[config.mk]
export PLATFORM = sky130hd
export DESIGN_NAME = lsw_regs
export DESIGN_NICKNAME = d
export VERILOG_FILES = /design/src/verilog/lsw_pkg.sv /design/src/verilog/lsw_sw_if.sv /design/src/verilog/lsw_regs.sv /design/src/verilog/lsw_timeout_timer.sv
export VERILOG_INCLUDE_DIRS = /design/src /design/src/verilog
export SDC_FILE = /design/constraint.sdc
export NUM_CORES = 1
export LEC_CHECK = 0
export ABC_AREA = 1
export BUFFER_PORTS_ARGS = -buffer_cell sky130_fd_sc_hd__buf_4
export CORE_MARGIN = 2
export CORE_UTILIZATION = 56
export DETAILED_ROUTE_END_ITERATION = 16
export PLACE_DENSITY = 0.77
export REMOVE_ABC_BUFFERS = 1
export SETUP_SLACK_MARGIN = 0.2
export SLEW_MARGIN = 10
export SYNTH_ARGS = -nofsm -noshare
export SYNTH_HDL_FRONTEND = slang
export SYNTH_SLANG_ARGS = --single-unit
export TNS_END_PERCENT = 50
[constraint.sdc]
create_clock -name clk_sys -period 4.5 [get_ports clk_sys]
set_input_delay 0.45 -clock clk_sys [delete_from_list [all_inputs] [get_ports clk_sys]]
set_output_delay 0.45 -clock clk_sys [all_outputs]
set_load 0.01 [all_outputs]
[src/verilog/lsw_defs.svh]
/*
 * constants of the load switch control register bank: offsets, field
 * positions, reset value and time-out wait figures.
 * assumes inclusion by bare name from the package and the design modules.
 */
`ifndef LSW_DEFS_SVH
`define LSW_DEFS_SVH

// register offsets on the host register port
`define LSW_OFS_SW4 8'h12
`define LSW_OFS_SW5 8'h13
`define LSW_OFS_SW6 8'h14
`define LSW_OFS_SW7 8'h15

// field positions inside each switch register
`define LSW_BIT_TIMEOUT 7
`define LSW_BIT_OVERCURRENT 6
`define LSW_BIT_OVERTEMP 5
`define LSW_BIT_POWER_GOOD 4
`define LSW_BIT_WAIT_HI 3
`define LSW_BIT_WAIT_LO 2
`define LSW_BIT_DISCHARGE 1
`define LSW_BIT_ENABLE 0

// reset values of the writable fields
`define LSW_RST_WAIT 2'h0
`define LSW_RST_DISCHARGE 1'b1
`define LSW_RST_ENABLE 1'b0

// clock rate and minimum current-limited wait times
`define LSW_CLK_MHZ 100
`define LSW_WAIT0_US 200
`define LSW_WAIT1_US 800
`define LSW_WAIT2_US 1600
`define LSW_WAIT3_US 3200
`define LSW_WAIT0_CYC (`LSW_WAIT0_US * `LSW_CLK_MHZ)
`define LSW_WAIT1_CYC (`LSW_WAIT1_US * `LSW_CLK_MHZ)
`define LSW_WAIT2_CYC (`LSW_WAIT2_US * `LSW_CLK_MHZ)
`define LSW_WAIT3_CYC (`LSW_WAIT3_US * `LSW_CLK_MHZ)

`endif

[src/verilog/lsw_pkg.sv]
/*
 * types of the load switch control register bank.
 * assumes lsw_defs.svh is on the include path.
 */
`include "lsw_defs.svh"

package lsw_pkg;
	// wait time selection code
	typedef logic [1:0] lsw_wait_t;
	// time-out timer states
	typedef enum logic [1:0] {
		LSW_TMR_IDLE,
		LSW_TMR_COUNT,
		LSW_TMR_TRIPPED
	} lsw_tmr_state_e;
endpackage : lsw_pkg

[src/verilog/lsw_sw_if.sv]
/*
 * carrier between the register bank and one switch time-out timer.
 * assumes both ends run on clk_sys.
 */
`timescale 1ns/10ps

interface lsw_sw_if;
	logic enable;
	lsw_pkg::lsw_wait_t wait_sel;
	logic in_limit;
	logic timeout_pulse;
	modport ctl (output enable, output wait_sel, output in_limit, input timeout_pulse);
	modport tmr (input enable, input wait_sel, input in_limit, output timeout_pulse);
endinterface : lsw_sw_if

[src/verilog/lsw_regs.sv]
/*
 * control and status registers of load switches four to seven, with the
 * current-limit time-out timers.
 * assumes the host interface decoder presents a byte register port on
 * clk_sys, and status inputs come from the analog switches, unsynchronised.
 */
`timescale 1ns/10ps
`include "lsw_defs.svh"

// Summary of operation
// - wait code 00/01/10/11 gives 200/800/1600/3200 us minimum limit time-out.
// - bit 7 reads 1 once the switch overran its current-limited wait time.
// - bits 6 and 5 read overcurrent and overtemperature detection of the switch.
// - bit 4 reads 1 while the switch output voltage is good.
// - bit 1 is read-write auto-discharge enable, reset to 1.
module lsw_regs #(
	parameter int WAIT0_CYCLES = `LSW_WAIT0_CYC,
	parameter int WAIT1_CYCLES = `LSW_WAIT1_CYC,
	parameter int WAIT2_CYCLES = `LSW_WAIT2_CYC,
	parameter int WAIT3_CYCLES = `LSW_WAIT3_CYC,
	parameter int CNT_W = 20
) (
	input wire logic clk_sys,
	input wire logic reset,
	input wire logic [7:0] reg_addr,
	input wire logic reg_wr,
	input wire logic [7:0] reg_wdata,
	input wire logic reg_rd,
	output logic [7:0] reg_rdata,
	input wire logic [3:0] sw_limit_in,
	input wire logic [3:0] sw_overcurrent_in,
	input wire logic [3:0] sw_overtemp_in,
	input wire logic [3:0] sw_power_good_in,
	output logic [3:0] sw_switch_on,
	output logic [3:0] sw_discharge_enable
);
	import lsw_pkg::*;

	localparam int NSW = 4;

	// refuse counter widths the timers cannot use
	if (CNT_W < 2 || CNT_W > 30)
	begin : g_bad_width
		$error("lsw_regs: counter width out of range");
	end

	// writable fields and sticky time-out flags
	logic [NSW-1:0] switch_enable_reg;
	logic [NSW-1:0] discharge_enable_reg;
	lsw_wait_t wait_select_reg [NSW];
	logic [NSW-1:0] timeout_flag_reg;
	logic [NSW-1:0] timeout_set;

	// synchroniser stages of the analog status inputs
	logic [3:0] limit_meta_reg, limit_sync_reg;
	logic [3:0] oc_meta_reg, oc_sync_reg;
	logic [3:0] ot_meta_reg, ot_sync_reg;
	logic [3:0] pg_meta_reg, pg_sync_reg;

	// read data ahead of its register
	logic [7:0] rdata_next;

	// offset to switch slot; bit 2 marks a hit
	function automatic logic [2:0] decode(input logic [7:0] addr);
		unique case (addr)
			`LSW_OFS_SW4: decode = 3'h4;
			`LSW_OFS_SW5: decode = 3'h5;
			`LSW_OFS_SW6: decode = 3'h6;
			`LSW_OFS_SW7: decode = 3'h7;
			default: decode = 3'h0;
		endcase
	endfunction : decode

	// current-limit synchroniser, first stage read only by the second
	always_ff @(posedge clk_sys or posedge reset)
	begin
		if (reset)
		begin
			limit_meta_reg <= '0;
			limit_sync_reg <= '0;
		end
		else
		begin
			limit_meta_reg <= sw_limit_in;
			limit_sync_reg <= limit_meta_reg;
		end
	end

	// overcurrent synchroniser
	always_ff @(posedge clk_sys or posedge reset)
	begin
		if (reset)
		begin
			oc_meta_reg <= '0;
			oc_sync_reg <= '0;
		end
		else
		begin
			oc_meta_reg <= sw_overcurrent_in;
			oc_sync_reg <= oc_meta_reg;
		end
	end

	// overtemperature synchroniser
	always_ff @(posedge clk_sys or posedge reset)
	begin
		if (reset)
		begin
			ot_meta_reg <= '0;
			ot_sync_reg <= '0;
		end
		else
		begin
			ot_meta_reg <= sw_overtemp_in;
			ot_sync_reg <= ot_meta_reg;
		end
	end

	// power-good synchroniser
	always_ff @(posedge clk_sys or posedge reset)
	begin
		if (reset)
		begin
			pg_meta_reg <= '0;
			pg_sync_reg <= '0;
		end
		else
		begin
			pg_meta_reg <= sw_power_good_in;
			pg_sync_reg <= pg_meta_reg;
		end
	end

	// per switch: writable fields, time-out flag and timer
	for (genvar i = 0; i < NSW; i++)
	begin : g_sw
		lsw_sw_if sw_bus ();
		logic hit_wr;

		assign hit_wr = reg_wr && (decode(reg_addr) == 3'(4 + i));
		assign sw_bus.enable = switch_enable_reg[i];
		assign sw_bus.wait_sel = wait_select_reg[i];
		assign sw_bus.in_limit = limit_sync_reg[i];
		assign timeout_set[i] = sw_bus.timeout_pulse;

		// writable control fields
		always_ff @(posedge clk_sys or posedge reset)
		begin
			if (reset)
			begin
				switch_enable_reg[i] <= `LSW_RST_ENABLE;
				discharge_enable_reg[i] <= `LSW_RST_DISCHARGE;
				wait_select_reg[i] <= `LSW_RST_WAIT;
			end
			else if (hit_wr)
			begin
				switch_enable_reg[i] <= reg_wdata[`LSW_BIT_ENABLE];
				discharge_enable_reg[i] <= reg_wdata[`LSW_BIT_DISCHARGE];
				wait_select_reg[i] <= reg_wdata[`LSW_BIT_WAIT_HI:`LSW_BIT_WAIT_LO];
			end
		end

		// time-out flag: set by the timer, cleared by a register write, set wins
		always_ff @(posedge clk_sys or posedge reset)
		begin
			if (reset)
				timeout_flag_reg[i] <= 1'b0;
			else if (timeout_set[i])
				timeout_flag_reg[i] <= 1'b1;
			else if (hit_wr)
				timeout_flag_reg[i] <= 1'b0;
		end

		lsw_timeout_timer #(
			.CNT_W(CNT_W),
			.WAIT0_CYCLES(WAIT0_CYCLES),
			.WAIT1_CYCLES(WAIT1_CYCLES),
			.WAIT2_CYCLES(WAIT2_CYCLES),
			.WAIT3_CYCLES(WAIT3_CYCLES)
		) u_timer (
			.clk_sys(clk_sys),
			.reset(reset),
			.sw(sw_bus.tmr)
		);
	end

	// switch drive: a timed-out switch stays off until rewritten
	always_ff @(posedge clk_sys or posedge reset)
	begin
		if (reset)
		begin
			sw_switch_on <= '0;
			sw_discharge_enable <= {NSW{`LSW_RST_DISCHARGE}};
		end
		else
		begin
			sw_switch_on <= switch_enable_reg & ~timeout_flag_reg & ~timeout_set;
			sw_discharge_enable <= discharge_enable_reg;
		end
	end

	// read data assembly; unmapped offsets read zero
	always_comb
	begin
		logic [2:0] slot;
		slot = decode(reg_addr);
		rdata_next = 8'h00;
		if (slot[2])
		begin
			rdata_next[`LSW_BIT_TIMEOUT] = timeout_flag_reg[slot[1:0]];
			rdata_next[`LSW_BIT_OVERCURRENT] = oc_sync_reg[slot[1:0]];
			rdata_next[`LSW_BIT_OVERTEMP] = ot_sync_reg[slot[1:0]];
			rdata_next[`LSW_BIT_POWER_GOOD] = pg_sync_reg[slot[1:0]];
			rdata_next[`LSW_BIT_WAIT_HI:`LSW_BIT_WAIT_LO] = wait_select_reg[slot[1:0]];
			rdata_next[`LSW_BIT_DISCHARGE] = discharge_enable_reg[slot[1:0]];
			rdata_next[`LSW_BIT_ENABLE] = switch_enable_reg[slot[1:0]];
		end
	end

	// read data register, updated on a read strobe
	always_ff @(posedge clk_sys or posedge reset)
	begin
		if (reset)
			reg_rdata <= 8'h00;
		else if (reg_rd)
			reg_rdata <= rdata_next;
	end
endmodule : lsw_regs

[src/verilog/lsw_timeout_timer.sv]
/*
 * current-limit time-out timer of one load switch.
 * assumes in_limit is already synchronised to clk_sys.
 */
`timescale 1ns/10ps
`include "lsw_defs.svh"

module lsw_timeout_timer #(
	parameter int CNT_W = 20,
	parameter int WAIT0_CYCLES = `LSW_WAIT0_CYC,
	parameter int WAIT1_CYCLES = `LSW_WAIT1_CYC,
	parameter int WAIT2_CYCLES = `LSW_WAIT2_CYC,
	parameter int WAIT3_CYCLES = `LSW_WAIT3_CYC
) (
	input wire logic clk_sys,
	input wire logic reset,
	lsw_sw_if.tmr sw
);
	import lsw_pkg::*;

	// refuse widths and counts that the counter cannot hold
	if (CNT_W < 2 || CNT_W > 30 || WAIT0_CYCLES < 1 || WAIT1_CYCLES < 1 || WAIT2_CYCLES < 1
		|| WAIT3_CYCLES < 1 || WAIT0_CYCLES >= (1 << CNT_W) || WAIT1_CYCLES >= (1 << CNT_W)
		|| WAIT2_CYCLES >= (1 << CNT_W) || WAIT3_CYCLES >= (1 << CNT_W))
	begin : g_bad_count
		$error("lsw_timeout_timer: wait counts do not fit the counter");
	end

	lsw_tmr_state_e state_reg;
	logic [CNT_W-1:0] cnt_reg;
	logic [CNT_W-1:0] limit;
	logic expire;

	// wait code to cycle count
	function automatic logic [CNT_W-1:0] wait_cycles(input lsw_wait_t code);
		unique case (code)
			2'h0: wait_cycles = CNT_W'(WAIT0_CYCLES);
			2'h1: wait_cycles = CNT_W'(WAIT1_CYCLES);
			2'h2: wait_cycles = CNT_W'(WAIT2_CYCLES);
			2'h3: wait_cycles = CNT_W'(WAIT3_CYCLES);
		endcase
	endfunction : wait_cycles

	assign limit = wait_cycles(sw.wait_sel);
	assign expire = (state_reg == LSW_TMR_COUNT) && sw.enable && sw.in_limit
		&& (cnt_reg >= limit - CNT_W'(1));
	assign sw.timeout_pulse = expire;

	// limit episode tracking, restarts whenever the limit condition drops
	always_ff @(posedge clk_sys or posedge reset)
	begin
		if (reset)
		begin
			state_reg <= LSW_TMR_IDLE;
		end
		else
		begin
			unique case (state_reg)
				LSW_TMR_IDLE:
					if (sw.enable && sw.in_limit)
						state_reg <= LSW_TMR_COUNT;
				LSW_TMR_COUNT:
					if (!sw.enable || !sw.in_limit)
						state_reg <= LSW_TMR_IDLE;
					else if (expire)
						state_reg <= LSW_TMR_TRIPPED;
				LSW_TMR_TRIPPED:
					if (!sw.enable || !sw.in_limit)
						state_reg <= LSW_TMR_IDLE;
				// unused fourth code of the state word
				default:
					state_reg <= LSW_TMR_IDLE;
			endcase
		end
	end

	// cycles spent in current limit, cleared outside counting
	always_ff @(posedge clk_sys or posedge reset)
	begin
		if (reset)
			cnt_reg <= '0;
		else if (state_reg == LSW_TMR_COUNT && !expire)
			cnt_reg <= cnt_reg + CNT_W'(1);
		else
			cnt_reg <= '0;
	end
endmodule : lsw_timeout_timer

## Yosys cells after proc, flatten, opt, wreduce, memory -nomap -nowiden

Index checks and enable logic that the tools add are counted.

| word-level totals | value |
|---|---|
| register bits | 156 |
| latch bits | 0 |
| RAM bits | 0 |
| memory bits (read-only) | 0 |
| input bits | 36 |
| output and inout port bits | 16 |
| memories kept | 0 |

| cells by class | value |
|---|---|
| $add $sub $neg | 8 |
| $mul | 0 |
| divide/modulo/power cells | 0 |
| magnitude comparators | 6 |
| equality and inequality tests | 40 |
| shifts and indexed selects | 0 |
| mux-type cells | 53 |
| bitwise operators | 5 |
| reduce and logical (&&, ||, !) cells | 56 |

Operators with widths:

| kind | number |
|---|---|
| case mux 20 bit (4 select lines) | 4 |
| adder 20 x 1 -> 20 bit, second input constant | 4 |
| greater-or-equal comparator 20 bit | 4 |
| two-way mux 20 bit | 4 |
| subtractor 20 x 1 -> 20 bit, second input constant | 4 |
| two-way mux 2 bit | 18 |
| == test 8 x 5 -> 1 bit, second input constant | 4 |
| == test 2 bit, second input constant | 12 |
| logical AND 1 bit | 24 |
| case mux 2 bit (3 select lines) | 4 |
| == test 2 x 1 -> 1 bit, second input constant | 8 |
| zero test 2 bit | 8 |
| inequality test 2 x 1 -> 1 bit, second input constant | 8 |
| two-way mux 1 bit | 14 |
| binary-select mux 1 bit (select 2 bit) | 6 |
| == test 3 bit, second input constant | 4 |
| zero test 1 bit | 12 |
| inequality test 3 x 1 -> 1 bit, second input constant | 4 |
| case mux 3 bit (4 select lines) | 1 |
| AND reduction 3 bit | 4 |
| bitwise AND 4 bit | 2 |
| two-way mux 8 bit | 1 |
| inverter 4 bit | 2 |
| nonzero test 2 bit | 4 |
| 5 further kinds | 8 |

## Logic depth before layout (Yosys ltp)

Gate-level depths: netlist (run 1).

| depth | value |
|---|---|
| word-level depth | 8 |
| mapped depth | 16 |

## Hierarchy

Synthesis (run 1) repeated with hierarchy kept, for this count alone.

| second synthesis, totals | value |
|---|---|
| cells, all modules | 1125 |
| area, all modules | 9401.5 um^2 |

By module, submodules not included:

| module | times used | cells each | area each (um^2) | sequential area each (um^2) |
|---|---|---|---|---|
| lsw_timeout_timer at g_sw[0].u_timer ... | 3 | 222 | 1704.1 | 550.5 |
| lsw_regs | 1 | 238 | 2581.2 | 1711.6 |
| lsw_timeout_timer at g_sw[2].u_timer | 1 | 221 | 1707.9 | 550.5 |

## Least setup slack after synthesis (run 1)

OpenSTA, ideal clock, no wires.

| timing path | value |
|---|---|
| path kind | flip-flop to flip-flop |
| start | reg wait_select_reg (netlist bit g_sw[3].sw_bus.wait_sel[1]) |
| end | reg g_sw[3].u_timer.cnt_reg[12] |
| library setup time | 0.121 ns |
| arrival time | 1.934 ns |
| required time | 4.379 ns |
| setup slack | 2.445 ns |
| cell stages (with the launch flop) | 15 |
| buffers on the path | 1 |
| period minus slack after synthesis | 2.055 ns |
| cells stage by stage | dfrtp_1 > inv_1 > ha_1 > inv_1 > ha_1 > nand2_1 > nor3_1 > nand3_1 > nand2_1 > inv_1 > nand2_1 > nand2_2 > nand2_1 > buf_4 > nor2_1 |

| on the way | value |
|---|---|
| word-level cells in the longest chain between the ends | 8 |
| elaborated cells between the ends (all ways) | 11 |
| classes of those cells | add/sub (1); order compare (1); eq/ne (3); mux (2); reduce/logical (4) |

Ends and longest elaborated chain:

| element | RTL line | RTL |
|---|---|---|
| from (decl) | lsw_regs.sv:50 | `lsw_wait_t wait_select_reg [NSW];` |
| from (signal, indexed assignment) | lsw_regs.sv:153 | `` wait_select_reg[i] <= `LSW_RST_WAIT; `` |
| from (signal, indexed assignment) | lsw_regs.sv:159 | `` wait_select_reg[i] <= reg_wdata[`LSW_BIT_WAIT_HI:`LSW_BIT_WAIT_LO]; `` |
| == test 2 bit, or another cell as far along | lsw_timeout_timer.sv:36 | `unique case (code)` |
| case mux 20 bit (4 select lines) (*) | lsw_timeout_timer.sv:36 |  |
| subtractor 20 x 1 -> 20 bit (*) | lsw_timeout_timer.sv:46 | `&& (cnt_reg >= limit - CNT_W'(1));` |
| greater-or-equal comparator 20 bit (*) | lsw_timeout_timer.sv:46 |  |
| logical AND 1 bit (*) | lsw_timeout_timer.sv:46 |  |
| zero test 1 bit (*) | lsw_timeout_timer.sv:82 | `else if (state_reg == LSW_TMR_COUNT && !expire)` |
| logical AND 1 bit (*) | lsw_timeout_timer.sv:82 |  |
| two-way mux 20 bit (*) | lsw_timeout_timer.sv:82 |  |
| to (signal assigned) | lsw_timeout_timer.sv:83 | `cnt_reg <= cnt_reg + CNT_W'(1);` |
| to (decl) | lsw_timeout_timer.sv:30 | `logic [CNT_W-1:0] cnt_reg;` |

Every way passes the cells marked *; elsewhere a longest branch is shown, timed or not. The select of a mux whose other input is x is not followed.
A chain may end at the register's enable or synchronous reset.

## Final worst setup path (run 1)

| timing path | value |
|---|---|
| start | reg wait_select_reg (netlist bit g_sw[3].sw_bus.wait_sel[1]) |
| end | reg g_sw[3].u_timer.cnt_reg[17] |

Same word-level chain as after synthesis.

==> results.py, run 1 <==
metrics = {
    "status": {
        "outcome": "complete, no violations",
    },
    "floorplanning": {
        "io-pin-count": 52,
        "fp.dieH_um": 131,
        "die-width_um": 131,
        "die_area_um2": 17200,
        "fp.coreArea_um2": 15800,
        "rows": 46,
        "floorplan.initialDensity_pct": 57.2,
    },
    "power_and_ir_drop": {
        "p_per_area_nw_per_um2": 319,
        "leakage_uw": 0.00516,
        "peakVddDrop_mv": 0.263,
    },
    "clock_tree": {
        "numCtsBuffers": 17,
        "hold_buffers": 0,
        "cts_tree": "done",
        "clockBufferDepth": 2,
        "path_clk_slew_ns": 0.06,
        "cts-htree-levels": 4,
        "post-cts-setup-buffers": 0,
        "insertion_delay_ns": 0.43,
        "cts_root_buf": "clkbuf_16",
        "cts_resized": 0,
        "clock_sinks": 156,
    },
    "yosys": {
        "syn_area_per_cell_um2": 8.37,
        "yosys.cell_types.count": 35,
        "ys_ff_latch": 156,
        "synth_warnings": 0,
        "synthCells": 1082,
        "seq_area_frac_synth_pct": 43.2,
        "syn-cell-area_um2": 9050,
    },
    "finish": {
        "drive_gt1_share_pct": 12.6,
        "area_delta_synth_final_pct": 12.8,
        "fillers": 1334,
        "fin_util_pct": 64.5,
        "seq_area_um2": 3910,
        "largest_reg_flops": 80,
        "num_antenna_cells": 0,
        "final_nets": 1260,
        "post_layout_nonfiller_instances": 1369,
        "multi_input_area_um2": 4490,
    },
    "sta": {
        "finalSetupViolCount": 0,
        "tns_ns": 0,
        "finalClockSkew_ns": 0.00786,
        "relSlewSlack_pct": 48.9,
        "worst-slew-pin-transition_ns": 0.767,
        "setup_slack_ns": 1.74,
        "period_needed_ns": 2.76,
        "finalCritPeriodShare_pct": 61.3,
        "slew_viol_final": 0,
        "fmax_mhz": 363,
        "hold_viol": 0,
        "rsz0062_at_grt": "no",
    },
    "placement": {
        "dp.cells": 1337,
        "port-buffer-count": 47,
        "gp_routability_congestion": 0.878,
        "dp_hpwl_mm": 13.2,
        "post-place-ws_ns": 1.73,
    },
    "drt": {
        "via_per_inst": 5.04,
        "firstDrtPassIters": 5,
        "routed_wl_mm": 18.3,
        "drt_iter0_drc": 358,
        "remaining_drc_errors": 0,
        "wl_per_cell_um": 13.3,
        "drtAntennaViolNets": 0,
        "vias": 6898,
    },
    "global_route": {
        "antenna_found_initial": 0,
        "grt_pass1_vias": 6876,
        "grt_pass1_wl_mm": 32.5,
        "grt_max_degree": 88,
        "overflow": 0,
        "grt_use_total_pct": 23.1,
    },
    "job": {
        "cap_violations": 0,
    },
    "setup_path": {
        "crit_fanout": 20,
        "crit_type": "reg2reg",
        "r2r_slack_ns": 1.74,
        "crit_arrival_ns": 3.04,
        "endpoint_kind": "register",
        "cp.required_ns": 4.78,
        "crit_path_start_kind": "register",
    },
    "min_path": {
        "hold_path.class": "in2reg",
    },
}
## power breakdown
part / switching, uW / internal (uW)
Combinational: 161 / 88.6
Sequential: 36.3 / 1450
Clock: 586 / 931
## path summary, 6_finish.rpt
| path | start | depth (start not counted) | end |
|---|---|---|---|
| max reg2reg | g_sw[3].sw_bus.wait_sel[1]$_DFFE_PP0P_ | 13 | g_sw[3].u_timer.cnt_reg[17]$_DFF_PP0_ |
| max in group asynchronous | reset | 3 | sw_discharge_enable[2]$_DFF_PP1_ |
| max | g_sw[3].sw_bus.wait_sel[1]$_DFFE_PP0P_ | 13 | g_sw[3].u_timer.cnt_reg[17]$_DFF_PP0_ |
| min | sw_limit_in[0] | 1 | limit_meta_reg[0]$_DFF_PP0_ |
| min in group asynchronous | reset | 2 | limit_sync_reg[0]$_DFF_PP0_ |
| min reg2reg | pg_meta_reg[2]$_DFF_PP0_ | 0 | pg_sync_reg[2]$_DFF_PP0_ |
## cells by family after synthesis
group	after synthesis	share of synthesized area, %
AND/OR/NAND/NOR	552	27.6
buffers and inverters	157	7.27
flip-flops	156	43.2
adder cells (fa/ha/maj)	84	11.6
AO/OA/AOI/OAI	70	4.26
XOR/XNOR	62	6.00
other	1	0.0414
## layer usage
metal / wire (um) / global-route usage [%] / part of all wire, % / up-vias
li1: - / - / - / 3527
met1: 8440 / 30.8 / 46 / 3227
met2: 8840 / 38.4 / 48 / 117
met3: 689 / 4.36 / 3.8 / 27
met4: 284 / 7.13 / 1.6 / 0
met5: 0 / 0 / 0 / -
## through the flow
| step | area (um2) | total power (uW) | hold WS, ns |
|---|---|---|---|
| CTS | 10200 | 3290 | 0.112 |
| global placement | 9590 | 1750 | 0.334 |
| detailed placement | 9590 | 1760 | 0.335 |
| finish | 10200 | 3250 | 0.126 |
| floorplan | 8940 | 1660 | 0.331 |
| global route | 10200 | 3400 | 0.106 |
## worst max-delay path, cell delays in order (launching register included)
cell and delay [ns]:
dfrtp_1 0.47, inv_1 0.21, ha_1 0.30, inv_1 0.11, ha_1 0.28, nand2_1 0.08, nor3_1 0.19, nand3_1 0.10
nand2_1 0.06, inv_1 0.04, nand2_1 0.09, nand2_2 0.08, nand2_1 0.51, nor2_1 0.10
## cell type report
| cell class | count | share of cell area, % |
|---|---|---|
| Multi-Input combinational cell | 772 | 44.0 |
| Clock buffer | 18 | 4.20 |
| Timing Repair Buffer | 49 | 3.60 |
| Clock inverter | 14 | 1.90 |
| Inverter | 144 | 5.34 |
| Sequential cell | 156 | 38.3 |
| Tap cell | 216 | 2.65 |
## cells in the final DEF (no fill, tap or decap), types with 2 or more instances in the layout
master and count:
inv_2 5, clkinv_4 3, nor3_4 2, buf_4 49, nor3_1 24, xnor2_1 23, dfstp_2 8, nor2_1 140
a21oi_1 33, o21ai_0 20, dfrtp_1 148, o21bai_1 5, clkinv_2 3, nand3_1 62, clkinvlp_4 2, nand4_1 19
nand3b_1 6, nand3_2 8, nor2_2 10, o21a_1 5, and2_1 4, nand2_2 15, ha_1 84, or2_2 2
inv_1 137, nor2_4 9, clkbuf_16 17, inv_6 3, xor2_1 39, o21ai_1 3, nor3_2 3, conb_1 4
nand2_1 247, o31ai_1 2, bufinv_16 4
## Yosys cell counts
| cell | instances | area [um2] |
|---|---|---|
| nor3_4 | 2 | 32.5 |
| dfrtp_1 | 148 | 3700 |
| and2_1 | 4 | 25.0 |
| or2_2 | 2 | 12.5 |
| nand2_1 | 247 | 927 |
| nor2_1 | 140 | 526 |
| inv_1 | 138 | 518 |
| inv_2 | 5 | 18.8 |
| nand3_2 | 8 | 80.1 |
| xor2_1 | 39 | 342 |
| nand2_4 | 1 | 11.3 |
| nor2_4 | 9 | 101 |
| a21oi_2 | 1 | 8.76 |
| dfstp_2 | 8 | 210 |
| ha_1 | 84 | 1050 |
| xnor2_1 | 23 | 201 |
| nor3_1 | 24 | 120 |
| o21ai_0 | 20 | 100 |
| nor3_2 | 3 | 30.0 |
| conb_1 | 1 | 3.75 |
| o31ai_1 | 2 | 15.0 |
| o21a_1 | 5 | 37.5 |
| o21ai_1 | 3 | 15.0 |
| nand3b_1 | 6 | 45.0 |
| buf_6 | 6 | 67.6 |
| nand3_1 | 62 | 310 |
| o21bai_1 | 5 | 37.5 |
| nand2_2 | 15 | 93.8 |
| buf_4 | 6 | 45.0 |
| nand4_1 | 19 | 119 |
| buf_2 | 1 | 5.00 |
| a21oi_1 | 33 | 165 |
| o22ai_1 | 1 | 6.26 |
| clkinv_1 | 1 | 3.75 |
| nor2_2 | 10 | 62.6 |
Power figures use the tool's default switching activity.
==> inputs of run 2 (changes only) <==
==> constraint.sdc (replaced) <==
create_clock -name clk_sys -period 2.4 [get_ports clk_sys]
set_input_delay 0.24 -clock clk_sys [delete_from_list [all_inputs] [get_ports clk_sys]]
set_output_delay 0.24 -clock clk_sys [all_outputs]
set_load 0.01 [all_outputs]
==> results.py, run 2 (synthesis results as in run 1) <==
metrics = {
    "floorplanning": {
        "fp.coreArea_um2": 15800,
        "die_area_um2": 17200,
        "io-pin-count": 52,
        "rows": 46,
        "die-width_um": 131,
        "floorplan.initialDensity_pct": 57.2,
        "fp.dieH_um": 131,
    },
    "setup_path": {
        "cp.required_ns": 2.72,
        "crit_top_cell": "nor2_1",
        "cp_slowest_cell": "dfrtp_2",
        "crit_chain": "clkinv_4, ha_4, inv_2, ha_4, nand2_2, nor2_2, and2_4, nand2_1, nor2_1, nor2_1, nand2_1, nand2_2, nand2_4, clkbuf_16, nor2_1",
        "reg2reg_depth": 15,
        "crit_arrival_ns": 2.56,
        "crit_type": "reg2reg",
        "crit_path_start_kind": "register",
        "r2r-end": "g_sw[2].u_timer.cnt_reg[5]$_DFF_PP0_",
        "crit-reg2reg-launch": "g_sw[2].sw_bus.wait_sel[0]$_DFFE_PP0P_",
        "crit_fanout": 5,
        "endpoint_kind": "register",
        "crit_end": "g_sw[2].u_timer.cnt_reg[5]$_DFF_PP0_",
        "max_stage_delay_ns": 0.44,
        "r2r_slack_ns": 0.16,
        "cp-startpoint": "g_sw[2].sw_bus.wait_sel[0]$_DFFE_PP0P_",
    },
    "finish": {
        "fillers": 1110,
        "final_nets": 1323,
        "fin_util_pct": 72.3,
        "layout_common_cells": "nand2_1, dfrtp_1, inv_1",
        "drive_gt1_share_pct": 23.8,
        "post_layout_nonfiller_instances": 1432,
        "final_common_cell": "nand2_1",
        "area_delta_synth_final_pct": 26.5,
        "largest_reg_flops": 80,
        "num_antenna_cells": 0,
    },
    "placement": {
        "dp_hpwl_mm": 13.5,
        "dp.cells": 1350,
        "gp_routability_congestion": 0.876,
        "port-buffer-count": 47,
    },
    "drt": {
        "vias": 7580,
        "firstDrtPassIters": 7,
        "remaining_drc_errors": 0,
        "wl_per_cell_um": 15.5,
        "drt_iter0_drc": 542,
        "drtAntennaViolNets": 0,
        "wl_met3_um": 943,
        "via_per_inst": 5.29,
        "wl_met2_mm": 11.3,
        "highest_layer": "met4",
        "routed_wl_mm": 22.2,
        "m1WireLength_mm": 9.50,
    },
    "clock_tree": {
        "cts-htree-levels": 4,
        "clock_sinks": 156,
        "insertion_delay_ns": 0.43,
        "cts_root_buf": "clkbuf_16",
        "cts_tree": "done",
        "numCtsBuffers": 17,
        "path_clk_slew_ns": 0.07,
        "clockBufferDepth": 2,
    },
    "global_route": {
        "grt_pass1_wl_mm": 32.4,
        "grt_use_total_pct": 23.2,
        "antenna_found_initial": 0,
        "overflow": 0,
        "grt_pass1_vias": 6919,
        "grt_max_degree": 57,
    },
    "sta": {
        "finalCritPeriodShare_pct": 93.3,
        "slew_viol_final": 0,
        "fmax_mhz": 447,
        "hold_viol": 0,
        "finalClockSkew_ns": 0.00665,
        "relSlewSlack_pct": 64.6,
        "period_needed_ns": 2.24,
        "rsz0062_at_grt": "yes",
        "finalSetupViolCount": 0,
        "tns_ns": 0,
        "worst-slew-pin-transition_ns": 0.531,
    },
    "power_and_ir_drop": {
        "p_per_area_nw_per_um2": 549,
        "peakVddDrop_mv": 0.547,
        "leakage_uw": 0.00551,
        "finalPower_uw": 6290,
    },
    "job": {
        "cap_violations": 0,
    },
    "min_path": {
        "hold_path.class": "in2reg",
    },
    "status": {
        "outcome": "complete, no violations",
    },
}
## run 2: critical path: cells and delay by family, from the launching register on
family,cells,cell delay (ns)
DFF,1,0.44
and+or+nand+nor,10,0.84
adders and majority gates,2,0.52
buffers and inverters,3,0.31
## run 2: worst min-delay path by stage
stage / start / to / slack, ns / depth (start not counted)
global route: reg_wdata[0] / g_sw[0].sw_bus.enable$_DFFE_PP0P_ / 0.06 / 3
detailed placement: reset / sw_switch_on[0]$_DFF_PP0_ / 0.33 / 2
finish: reg_wdata[1] / discharge_enable_reg[2]$_DFFE_PP1P_ / 0.06 / 3
CTS: reg_wdata[1] / discharge_enable_reg[2]$_DFFE_PP1P_ / 0.05 / 3
global placement: reset / limit_sync_reg[0]$_DFF_PP0_ / 0.33 / 2
floorplan: sw_limit_in[0] / limit_meta_reg[0]$_DFF_PP0_ / 0.27 / 0
## run 2: final cells by class
cell class	count	area [um2]	share of cell area, %
sequential	156	3920	34.2
clock inverter	14	163	1.42
multi-input combinational	772	5010	43.8
inverter	144	563	4.92
clock buffer	18	429	3.75
timing repair buffer	112	1100	9.57
tap	216	270	2.36
## run 2: where the power goes
group / internal [uW] / total (uW) / switching [uW] / leakage [uW]
combinational: 342 / 783 / 441 / 0.00323
clock: 1550 / 2730 / 1180 / 0.000276
sequential: 2720 / 2780 / 59.4 / 0.00200
total: 4610 / 6290 / 1680 / 0.00551
## run 2: metrics by stage
step / hold WS, ns / cell area [um2] / setup slack, ns
after floorplan: 0.271 / 8940 / -2.03
after global placement: 0.330 / 9760 / 0.168
after detailed placement: 0.328 / 9760 / 0.107
after CTS: 0.0497 / 10500 / 0.136
after global routing: 0.0624 / 11500 / 0.0251
final: 0.0597 / 11500 / 0.161
## run 2: per-layer routing
metal / vias up / track usage [%]
li1: 3664 / -
met1: 3672 / 30.3
met2: 196 / 39.2
met3: 48 / 5.32
met4: 0 / 5.92
met5: - / 0
## run 2: timing repair
| action | CTS | global route |
|---|---|---|
| hold buffers | 17 | 0 |
| gates resized for setup | 9 | 129 |
| setup buffers | 0 | 25 |
| pin swaps | 0 | 31 |
| setup endpoints to repair | 80 | 83 |
| endpoints found under the hold margin | 65 | 0 |
| gates cloned | 0 | 8 |
==> inputs of run 3 (changes only) <==
==> constraint.sdc (replaced) <==
create_clock -name clk_sys -period 2.4 [get_ports clk_sys]
set_input_delay 0.48 -clock clk_sys [delete_from_list [all_inputs] [get_ports clk_sys]]
set_output_delay 0.48 -clock clk_sys [all_outputs]
set_load 0.01 [all_outputs]
==> results.py, run 3 (synthesis results as in run 1) <==
metrics = {
    "finish": {
        "num_antenna_cells": 0,
        "drive_gt1_share_pct": 26.8,
        "final_nets": 1315,
        "final_common_cell": "nand2_1",
        "largest_reg_flops": 80,
        "layout_common_cells": "nand2_1, dfrtp_1, inv_1",
        "area_delta_synth_final_pct": 27.4,
    },
    "drt": {
        "via_per_inst": 5.39,
        "firstDrtPassIters": 6,
        "drtAntennaViolNets": 0,
        "remaining_drc_errors": 0,
        "wl_per_cell_um": 16.4,
        "drt_iter0_drc": 563,
        "vias": 7665,
        "routed_wl_mm": 23.4,
    },
    "floorplanning": {
        "fp.dieH_um": 131,
        "rows": 46,
        "floorplan.initialDensity_pct": 57.2,
        "die_area_um2": 17200,
        "fp.coreArea_um2": 15800,
        "die-width_um": 131,
        "io-pin-count": 52,
    },
    "power_and_ir_drop": {
        "internal_power_uw": 4510,
        "swShare_pct": 27.5,
        "peakVddDrop_mv": 0.541,
        "power_switching_uw": 1710,
        "comb_power_share_pct": 13.3,
        "p_per_area_nw_per_um2": 540,
        "power_frac_seq_pct": 44.7,
        "leakage_uw": 0.00547,
        "p_clk_share_pct": 42.1,
    },
    "sta": {
        "finalClockSkew_ns": 0.00734,
        "hold_viol": 0,
        "finalCritPeriodShare_pct": 94.9,
        "fmax_mhz": 439,
        "tns_ns": 0,
        "hold_ws_ns": 0.100,
        "finalSetupViolCount": 0,
        "relSlewSlack_pct": 63.3,
        "slew_viol_final": 0,
        "worst-slew-pin-transition_ns": 0.551,
        "rsz0062_at_grt": "yes",
        "period_needed_ns": 2.28,
    },
    "clock_tree": {
        "path_clk_slew_ns": 0.07,
        "hold_buffers": 0,
        "cts-htree-levels": 4,
        "numCtsBuffers": 17,
        "clock_sinks": 156,
        "cts_tree": "done",
        "insertion_delay_ns": 0.44,
        "clockBufferDepth": 2,
        "cts_root_buf": "clkbuf_16",
    },
    "setup_path": {
        "cp_slowest_cell": "dfrtp_1",
        "crit_path_start_kind": "register",
        "crit_family": "simple AND/OR/NAND/NOR gates",
        "path_buf_inv": 5,
        "cp.required_ns": 2.77,
        "reg2reg_depth": 16,
        "crit_type": "reg2reg",
        "crit_arrival_ns": 2.65,
        "max_stage_delay_ns": 0.37,
        "crit_fanout": 5,
        "crit-reg2reg-launch": "g_sw[1].sw_bus.wait_sel[1]$_DFFE_PP0P_",
        "r2r_slack_ns": 0.12,
        "r2r-end": "g_sw[1].u_timer.cnt_reg[19]$_DFF_PP0_",
        "crit_chain": "inv_2, buf_6, ha_1, ha_1, nand2_1, inv_1, nand2_1, nand2_2, a21oi_4, nand2_2, inv_2, nand2_4, nand2_4, nand2_8, clkbuf_16, nor2_2",
        "endpoint_kind": "register",
    },
    "placement": {
        "gp_routability_congestion": 0.866,
        "dp_hpwl_mm": 13.6,
        "port-buffer-count": 47,
    },
    "global_route": {
        "grt_pass1_vias": 7103,
        "grt_max_degree": 57,
        "grt_use_total_pct": 23.3,
        "overflow": 0,
        "antenna_found_initial": 0,
        "grt_pass1_wl_mm": 32.7,
    },
    "status": {
        "outcome": "complete, no violations",
    },
    "min_path": {
        "hold_path.class": "in2async",
    },
    "job": {
        "cap_violations": 0,
    },
}
==> run 3: cell count changes in the layout (fill, tap and decap cells not counted), sizes merged <==
cell and change:
clkinv -3, clkbuf +1, bufinv -1, dlygate4sd3 -17
inv +3, buf +7, clkinvlp +1
==> run 3: worst max path at each step <==
stage | start | end | depth (start not counted)
after CTS | g_sw[1].sw_bus.wait_sel[0]$_DFFE_PP0P_ | g_sw[1].u_timer.cnt_reg[11]$_DFF_PP0_ | 14
after floorplan | reset | g_sw[0].sw_bus.enable$_DFFE_PP0P_ | 1
after detailed placement | g_sw[3].sw_bus.wait_sel[1]$_DFFE_PP0P_ | g_sw[3].u_timer.cnt_reg[14]$_DFF_PP0_ | 14
after global routing | g_sw[2].sw_bus.wait_sel[0]$_DFFE_PP0P_ | g_sw[2].u_timer.cnt_reg[8]$_DFF_PP0_ | 14
final | g_sw[1].sw_bus.wait_sel[1]$_DFFE_PP0P_ | g_sw[1].u_timer.cnt_reg[19]$_DFF_PP0_ | 16
after global placement | g_sw[0].sw_bus.wait_sel[1]$_DFFE_PP0P_ | g_sw[0].u_timer.cnt_reg[0]$_DFF_PP0_ | 14
==> run 3: what timing repair did <==
action,4_1_cts,5_1_grt
endpoints found under the setup margin,80,84
hold endpoints to repair,0,0
cloned,0,11
resized for setup,8,163
setup buffers,0,28
pin swaps,0,44
==> run 3: worst register-to-register path, delay by kind of cell, from the launching register on <==
family                   cells  cell delay, ns
adder cells (fa/ha/maj)      2            0.46
AND/OR/NAND/NOR              8            0.67
flip-flops                   1            0.37
AO/OA/AOI/OAI                1            0.16
buffers and inverters        5            0.55
==> run 3: per-stage QoR <==
stage / worst slack, ns / utilization (%) / instances / power [uW] / area (um2)
after floorplan: -2.27 / - / 1072 / 3120 / 8940
after global placement: 0.172 / 61.8 / 1353 / 3340 / 9780
after detailed placement: 0.123 / 61.8 / 1353 / 3360 / 9780
after CTS: 0.184 / 65.5 / 1384 / 5950 / 10400
after global routing: 0.0462 / 72.8 / 1423 / 6450 / 11500
final: 0.121 / 72.8 / 1423 / 6220 / 11500
==> run 3: cell type report <==
class | instances | area (um2)
fill | 1078 | 4300
timing repair buffer | 104 | 1030
inverter | 144 | 561
clock inverter | 14 | 138
sequential | 156 | 3910
clock buffer | 17 | 425
tap | 216 | 270
multi-input combinational | 772 | 5190
==> run 3: layer usage <==
layer  track usage (%)  part of all wire [%]  vias up
met4              6.52                   2.5        0
met2              39.4                    51      255
met5                 0                     0        -
li1                  -                     -     3644
met3              5.48                   5.2       60
met1              30.1                    41     3706
==> run 3: power by group through the flow <==
stage	clock network [uW]	registers (uW)	logic [uW]
floorplan	0	2820	301
global placement	0	2810	523
detailed placement	0	2820	539
CTS	2630	2770	551
global route	2760	2790	903
finish	2620	2780	826
